--- src/canf_regs.svh ---
// Purpose: Register offsets, reset values and filter constants of the acceptance filter
// Assumes: 4-bit byte address, 8-bit register data
// Notes: Definitions only
`ifndef CANF_REGS_SVH
`define CANF_REGS_SVH

`define CANF_ADDR_W 4
`define CANF_DATA_W 8

`define CANF_OFS_CODE0 4'h0
`define CANF_OFS_CODE1 4'h1
`define CANF_OFS_CODE2 4'h2
`define CANF_OFS_CODE3 4'h3
`define CANF_OFS_MASK0 4'h4
`define CANF_OFS_MASK1 4'h5
`define CANF_OFS_MASK2 4'h6
`define CANF_OFS_MASK3 4'h7
`define CANF_OFS_CTRL 4'h8
`define CANF_OFS_STAT 4'h9
`define CANF_OFS_ACC_CNT 4'hA
`define CANF_OFS_REJ_CNT 4'hB

`define CANF_CODE_RST 8'h00
`define CANF_MASK_RST 8'hFF
`define CANF_CTRL_CLR_BIT 0
`define CANF_STAT_ACC_BIT 0
`define CANF_STAT_EXT_BIT 1
`define CANF_STAT_RTR_BIT 2

`define CANF_STD_IGN 32'h000F_0000
`define CANF_EXT_IGN 32'h0000_0003

`endif

--- src/canf_pkg.sv ---
// Purpose: Types shared by the acceptance filter
// Assumes: Frames arrive already decoded from the CAN receiver
// Notes: Constants live in canf_regs.svh
package canf_pkg;

    typedef struct packed {
        logic ide;
        logic rtr;
        logic [28:0] id;
        logic [3:0] dlc;
        logic [63:0] data;
    } canf_frame_type;

    typedef struct packed {
        logic [3:0] addr;
        logic [7:0] wdata;
        logic wr;
        logic rd;
    } canf_bus_req_type;

endpackage : canf_pkg

--- src/canf_byte_cmp.sv ---
// Purpose: One byte lane of the acceptance compare
// Assumes: Mask bit one or ignore bit one removes the bit from the check
// Notes: Purely combinational
`timescale 1ns/1ps
`default_nettype none

module canf_byte_cmp #(
    parameter int W = 8
) (
    input wire logic [W-1:0] code,
    input wire logic [W-1:0] mask,
    input wire logic [W-1:0] ignore,
    input wire logic [W-1:0] value,
    output logic match
);
    assign match = &(~(code ^ value) | mask | ignore);
endmodule : canf_byte_cmp

`default_nettype wire

--- src/canf_filter.sv ---
// Purpose: Acceptance filter between the CAN receiver and the host receive path
// Assumes: One decoded frame per rx_valid pulse; identifier left aligned in id[28:18] for standard frames
// Notes: Decision and delivery one cycle after rx_valid
// Function
// - Four code and four mask bytes
// - Mask zero checks bit, one ignores it
// - Deliver only frames where all checked bits match
// - Standard: byte zero checks ID.28 to ID.21
// - Standard: byte one upper nibble ID.20-18, RTR
// - Standard: bytes two, three check data bytes
// - Extended: low two bits of byte three ignored
//
// The register addresses and the plain strobed port are this design's own decisions.
`timescale 1ns/1ps
`default_nettype none
`include "canf_regs.svh"

module canf_filter #(
    parameter int CNT_W = 8
) (
    input wire logic clock,
    input wire logic nrst,
    input wire canf_pkg::canf_bus_req_type bus,
    output logic [7:0] rd_data,
    input wire logic rx_valid,
    input wire canf_pkg::canf_frame_type rx_frame,
    output logic host_valid,
    output canf_pkg::canf_frame_type host_frame,
    output logic reject_pulse
);
    import canf_pkg::*;

    ////////////////////////////////////////////////////////////////////////////////
    // Declarations

    logic [7:0] code_reg [4];
    logic [7:0] mask_reg [4];
    logic [31:0] code_all;
    logic [31:0] mask_all;
    logic [31:0] frame_bits;
    logic [31:0] ign_bits;
    logic [3:0] byte_match;
    logic frame_match;
    logic clr_cnt;
    logic host_valid_reg;
    logic reject_reg;
    canf_frame_type host_frame_reg;
    logic [CNT_W-1:0] acc_cnt_reg;
    logic [CNT_W-1:0] rej_cnt_reg;
    logic [2:0] stat_reg;
    logic [7:0] rd_next;
    logic [7:0] rd_data_reg;

    ////////////////////////////////////////////////////////////////////////////////
    // Code and mask registers

    always_ff @(posedge clock or negedge nrst) begin
        if (!nrst) begin
            for (int i = 0; i < 4; i++) begin
                code_reg[i] <= `CANF_CODE_RST;
                mask_reg[i] <= `CANF_MASK_RST;
            end
        end else if (bus.wr) begin
            case (bus.addr)
                `CANF_OFS_CODE0: code_reg[0] <= bus.wdata;
                `CANF_OFS_CODE1: code_reg[1] <= bus.wdata;
                `CANF_OFS_CODE2: code_reg[2] <= bus.wdata;
                `CANF_OFS_CODE3: code_reg[3] <= bus.wdata;
                `CANF_OFS_MASK0: mask_reg[0] <= bus.wdata;
                `CANF_OFS_MASK1: mask_reg[1] <= bus.wdata;
                `CANF_OFS_MASK2: mask_reg[2] <= bus.wdata;
                `CANF_OFS_MASK3: mask_reg[3] <= bus.wdata;
                default: begin
                end
            endcase
        end
    end

    assign code_all = {code_reg[0], code_reg[1], code_reg[2], code_reg[3]};
    assign mask_all = {mask_reg[0], mask_reg[1], mask_reg[2], mask_reg[3]};
    assign clr_cnt = bus.wr && (bus.addr == `CANF_OFS_CTRL) && bus.wdata[`CANF_CTRL_CLR_BIT];

    ////////////////////////////////////////////////////////////////////////////////
    // Frame bit layout seen by the filter, byte zero in the top byte

    always_comb begin
        if (!rx_frame.ide) begin
            frame_bits = {rx_frame.id[28:21],
                          rx_frame.id[20:18], rx_frame.rtr, 4'h0,
                          rx_frame.data[63:56], rx_frame.data[55:48]};
            ign_bits = `CANF_STD_IGN;
        end else begin
            frame_bits = {rx_frame.id, rx_frame.rtr, 2'b00};
            ign_bits = `CANF_EXT_IGN;
        end
    end

    for (genvar g = 0; g < 4; g++) begin : g_lane
        canf_byte_cmp #(
            .W(8)
        ) u_cmp (
            .code(code_reg[g]),
            .mask(mask_reg[g]),
            .ignore(ign_bits[31-8*g -: 8]),
            .value(frame_bits[31-8*g -: 8]),
            .match(byte_match[g])
        );
    end

    assign frame_match = &byte_match;

    ////////////////////////////////////////////////////////////////////////////////
    // Delivery to the host receive path

    always_ff @(posedge clock or negedge nrst) begin
        if (!nrst) begin
            host_valid_reg <= 1'b0;
            reject_reg <= 1'b0;
        end else begin
            host_valid_reg <= rx_valid && frame_match;
            reject_reg <= rx_valid && !frame_match;
        end
    end

    // Rejected frames never reach the output data
    always_ff @(posedge clock or negedge nrst) begin
        if (!nrst) begin
            host_frame_reg <= '0;
        end else if (rx_valid && frame_match) begin
            host_frame_reg <= rx_frame;
        end
    end

    assign host_valid = host_valid_reg;
    assign reject_pulse = reject_reg;
    assign host_frame = host_frame_reg;

    ////////////////////////////////////////////////////////////////////////////////
    // Statistics; an event in the clearing cycle still counts

    always_ff @(posedge clock or negedge nrst) begin
        if (!nrst) begin
            acc_cnt_reg <= '0;
        end else if (host_valid_reg) begin
            acc_cnt_reg <= clr_cnt ? CNT_W'(1) : acc_cnt_reg + CNT_W'(1);
        end else if (clr_cnt) begin
            acc_cnt_reg <= '0;
        end
    end

    always_ff @(posedge clock or negedge nrst) begin
        if (!nrst) begin
            rej_cnt_reg <= '0;
        end else if (reject_reg) begin
            rej_cnt_reg <= clr_cnt ? CNT_W'(1) : rej_cnt_reg + CNT_W'(1);
        end else if (clr_cnt) begin
            rej_cnt_reg <= '0;
        end
    end

    always_ff @(posedge clock or negedge nrst) begin
        if (!nrst) begin
            stat_reg <= 3'h0;
        end else if (rx_valid) begin
            stat_reg[`CANF_STAT_ACC_BIT] <= frame_match;
            stat_reg[`CANF_STAT_EXT_BIT] <= rx_frame.ide;
            stat_reg[`CANF_STAT_RTR_BIT] <= rx_frame.rtr;
        end
    end

    ////////////////////////////////////////////////////////////////////////////////
    // Register read port, data valid only in the cycle after the strobe

    always_comb begin
        rd_next = 8'h00;
        if (bus.rd) begin
            case (bus.addr)
                `CANF_OFS_CODE0: rd_next = code_reg[0];
                `CANF_OFS_CODE1: rd_next = code_reg[1];
                `CANF_OFS_CODE2: rd_next = code_reg[2];
                `CANF_OFS_CODE3: rd_next = code_reg[3];
                `CANF_OFS_MASK0: rd_next = mask_reg[0];
                `CANF_OFS_MASK1: rd_next = mask_reg[1];
                `CANF_OFS_MASK2: rd_next = mask_reg[2];
                `CANF_OFS_MASK3: rd_next = mask_reg[3];
                `CANF_OFS_STAT: rd_next = {5'h00, stat_reg};
                `CANF_OFS_ACC_CNT: rd_next = 8'(acc_cnt_reg);
                `CANF_OFS_REJ_CNT: rd_next = 8'(rej_cnt_reg);
                default: rd_next = 8'h00;
            endcase
        end
    end

    always_ff @(posedge clock or negedge nrst) begin
        if (!nrst) begin
            rd_data_reg <= 8'h00;
        end else begin
            rd_data_reg <= rd_next;
        end
    end

    assign rd_data = rd_data_reg;

    logic [29:0] ext_diff;
    logic std_all_open;

    assign ext_diff = ({rx_frame.id, rx_frame.rtr} ^ code_all[31:2]) & ~mask_all[31:2];
    assign std_all_open = (mask_reg[0] == 8'hFF) && (mask_reg[1][7:4] == 4'hF) &&
                          (mask_reg[2] == 8'hFF) && (mask_reg[3] == 8'hFF);
endmodule : canf_filter

`default_nettype wire

--- config.mk ---
export PLATFORM = sky130hd
export DESIGN_NAME = canf_filter
export DESIGN_NICKNAME = d
export VERILOG_FILES = /design/src/canf_pkg.sv /design/src/canf_byte_cmp.sv /design/src/canf_filter.sv
export VERILOG_INCLUDE_DIRS = /design/src
export SDC_FILE = /design/constraint.sdc
export NUM_CORES = 1
export LEC_CHECK = 0
export BUFFER_PORTS_ARGS = -buffer_cell sky130_fd_sc_hd__buf_4
export CAP_MARGIN = 20
export CORE_MARGIN = 4
export CORE_UTILIZATION = 44
export DETAILED_ROUTE_END_ITERATION = 8
export PLACE_DENSITY = 0.7
export SYNTH_ARGS = -nofsm -noshare
export SYNTH_HDL_FRONTEND = slang
export SYNTH_SLANG_ARGS = --single-unit
--- constraint.sdc ---
create_clock -name clock -period 1.9 [get_ports clock]
set_input_delay 0.19 -clock clock [delete_from_list [all_inputs] [get_ports clock]]
set_output_delay 0.19 -clock clock [all_outputs]
set_load 0.05 [all_outputs]
==> flow_metrics.tcl <==
set metrics [dict create \
    fill_cells 1470 \
    synth-seq-cells 192 \
    endpoint_kind "register" \
    largest_reg_flops 99 \
    synth_cells 636 \
    crit_type "reg2reg" \
    critPathMaxFanout 4 \
    drc_errors 0 \
    viasPerCell 5.19 \
    fmax_mhz 437 \
    syn_to_final_growth_pct 51.9 \
    die-height_um 149 \
    crit_chain "xnor2_2, o22ai_2, nor4_2, buf_4, and4_4, nand3_4, buf_12, clkinv_8, buf_6, mux2_4" \
    ys.flop_type "dfrtp_1" \
    crit_arrival_ns 2.60 \
    fin_nets 1165 \
    synth_top_area_share_pct 45.8 \
    die_x_um 149 \
    fin_crit_sh_pct 120 \
    ioPinCount 225 \
    worstMarginPinSlew_ns 0.641 \
    yosysWarningCount 0 \
    cts-root-buf "clkbuf_16" \
    globalplace.congestion 0.921 \
    final_antenna_net_count 0 \
    post-place-ws_ns -0.590 \
    dp_hpwl_um 18600 \
    rsz0062_at_grt "yes" \
    status "complete, but fails checks" \
    min_from "rx_frame[20]" \
    synth.most_common_cell "dfrtp_1" \
    synth_top_area_cell "dfrtp_1" \
    antenna_found_initial 0 \
    drive_gt1_share_pct 55.6 \
    grt_pass1_wl_um 41800 \
    hold_violations 0 \
    syn_nets 754 \
    wl_um 27000 \
    regArea_um2 4840 \
    clk_latency_ns 0.44 \
    power_density_nw_per_um2 848 \
    yosys-top-cells-count "dfrtp_1, mux2_2, dfstp_2, mux2i_1, nor2_1" \
    num_rows 51 \
    grt.overflow.total 0 \
    gr-usage-all-layers_pct 24.5 \
    irDropWorstVdd_uv 687 \
    clock-sinks 192 \
    grt_max_degree 56 \
    core_area_um2 19500 \
    fin_crit_ns 2.29 \
    holdCritPathClass "in2reg" \
    worstSetupStartpointType "register" \
    setup_ws_ns -0.386 \
    skew_ns 0.00993 \
    setup_violations 101 \
    drt-pass1-iter-count 5 \
    syn_area_per_cell_um2 13.8 \
    tritoncts "yes" \
    synth_area_leaders "dfrtp_1, mux2_2, dfstp_2, mux2i_1, mux2_4" \
    synth_cell_type_count 49 \
    slowest_stage "dfrtp_1" \
    regToRegStartpoint "code_all[26]" \
    crit_path_start "code_all[26]" \
    dieArea_um2 22200 \
    cap_violations 0 \
    async_flop_share_pct 100 \
    final-max-slew-violation-count 0 \
    ys_seq_area_share_pct 55.4 \
    power_uw 11300 \
    cp_data_required_time_ns 2.22 \
    synth_edf_count 0 \
    violations "setup timing" \
    slew-limit-headroom_pct 56.2 \
    clk_pin_slew_worst_paths_ns 0.07 \
    start_util_pct 44.8 \
    vias 6879 \
    drt_iter0_markers 377 \
    syn-cell-area_um2 8750 \
    num_antenna_cells 0 \
    p_leak_uw 0.00653 \
    critPathMaxStageDelay_ns 0.41 \
    multi_input_area_um2 3970 \
    io_buffers 224 \
    cts_max_level 4 \
    cts_buffer_depth 2 \
    cts_buffers 17 \
    grt_pass1_vias 7436 \
    wl_per_cell_um 20.4 \
]
## per-layer routing
| metal | wire, um | track usage [%] |
|---|---|---|
| met1 | 11000 | 30.8 |
| met2 | 13500 | 42.0 |
| met3 | 2090 | 6.59 |
| met4 | 491 | 6.54 |
| met5 | 0 | 0 |
## worst paths after layout
kind / end / slack (ns) / depth (start not counted)
worst max-delay path: host_frame[13] / -0.39 / 10
worst min register to register: host_frame[50] / 0.51 / 1
max in group asynchronous: mask_all[7] / 0.93 / 3
worst max register to register: host_frame[13] / -0.39 / 10
min in group asynchronous: host_frame[49] / 0.29 / 2
worst min-delay path: host_frame[20] / 0.009 / 2
## layout make-up
type / instances / share of cell area (%)
inverters: 3 / 0.141
repair buffers: 420 / 26.3
flip-flops and latches: 192 / 36.5
well taps: 265 / 2.50
clock buffers: 17 / 3.20
multi-input cells: 412 / 29.9
repair inverters: 1 / 0.122
clock inverters: 15 / 1.32
## stage by stage
stage | hold slack, ns | instance area (um2) | util (%) | setup TNS [ns] | cells
floorplan | -0.106 | 8800 | - | -8.60 | 636
global placement | 0.186 | 11500 | 58.8 | -45.62 | 1203
detailed placement | 0.188 | 11500 | 58.8 | -49.45 | 1203
CTS | 0.00133 | 13200 | 67.5 | -36.30 | 1319
global route | 0.000766 | 13300 | 68.0 | -41.87 | 1325
finish | 0.00925 | 13300 | 68.0 | -34.26 | 1325
## critical path: cells and delay by family (launching register included)
family / cells / cell delay (ns)
and+or+nand+nor: 3 / 0.63
buffers and inverters: 4 / 0.51
DFF: 1 / 0.41
muxes: 1 / 0.30
xor gates and xnor gates: 1 / 0.20
AOI/OAI and AO/OA: 1 / 0.12
## timing repair
action	in CTS	in global routing
setup endpoints to repair	101	102
endpoints found under the hold margin	110	4
gates cloned	2	0
hold buffers	78	4
buffers inserted	4	2
pin swaps	5	7
gates resized for setup	66	8
## placed cells by master (no fill, tap or decap), types with 14 or more instances in the layout
cell type and n:
mux2_4 71, xor2_1 23, nor2_1 30, dfstp_2 32, dlygate4sd3_1 82, dfrtp_1 160
mux2i_1 31, nand2_1 22, mux2_2 96, clkbuf_16 17, xnor2_1 15, buf_4 320
o22ai_1 14
## power by group
group	switching, uW	leakage, uW	internal [uW]
clock network	1700	0.000290	1990
logic	1080	0.00376	1420
registers	414	0.00248	4660
total	3200	0.00653	8060
## logic make-up (layout without fill, tap and decap cells)
| logic type | after synthesis | in the layout | share of synthesized area (%) |
|---|---|---|---|
| AO/OA/AOI/OAI | 62 | 62 | 4.76 |
| flip-flops | 192 | 192 | 55.4 |
| adder cells (fa/ha/maj) | 2 | 2 | 0.286 |
| buffers and inverters | 32 | 456 | 2.26 |
| multiplexers | 202 | 202 | 26.9 |
| XOR/XNOR | 43 | 43 | 4.31 |
| AND/OR/NAND/NOR | 103 | 103 | 6.11 |
Power figures use the tool's default switching activity.
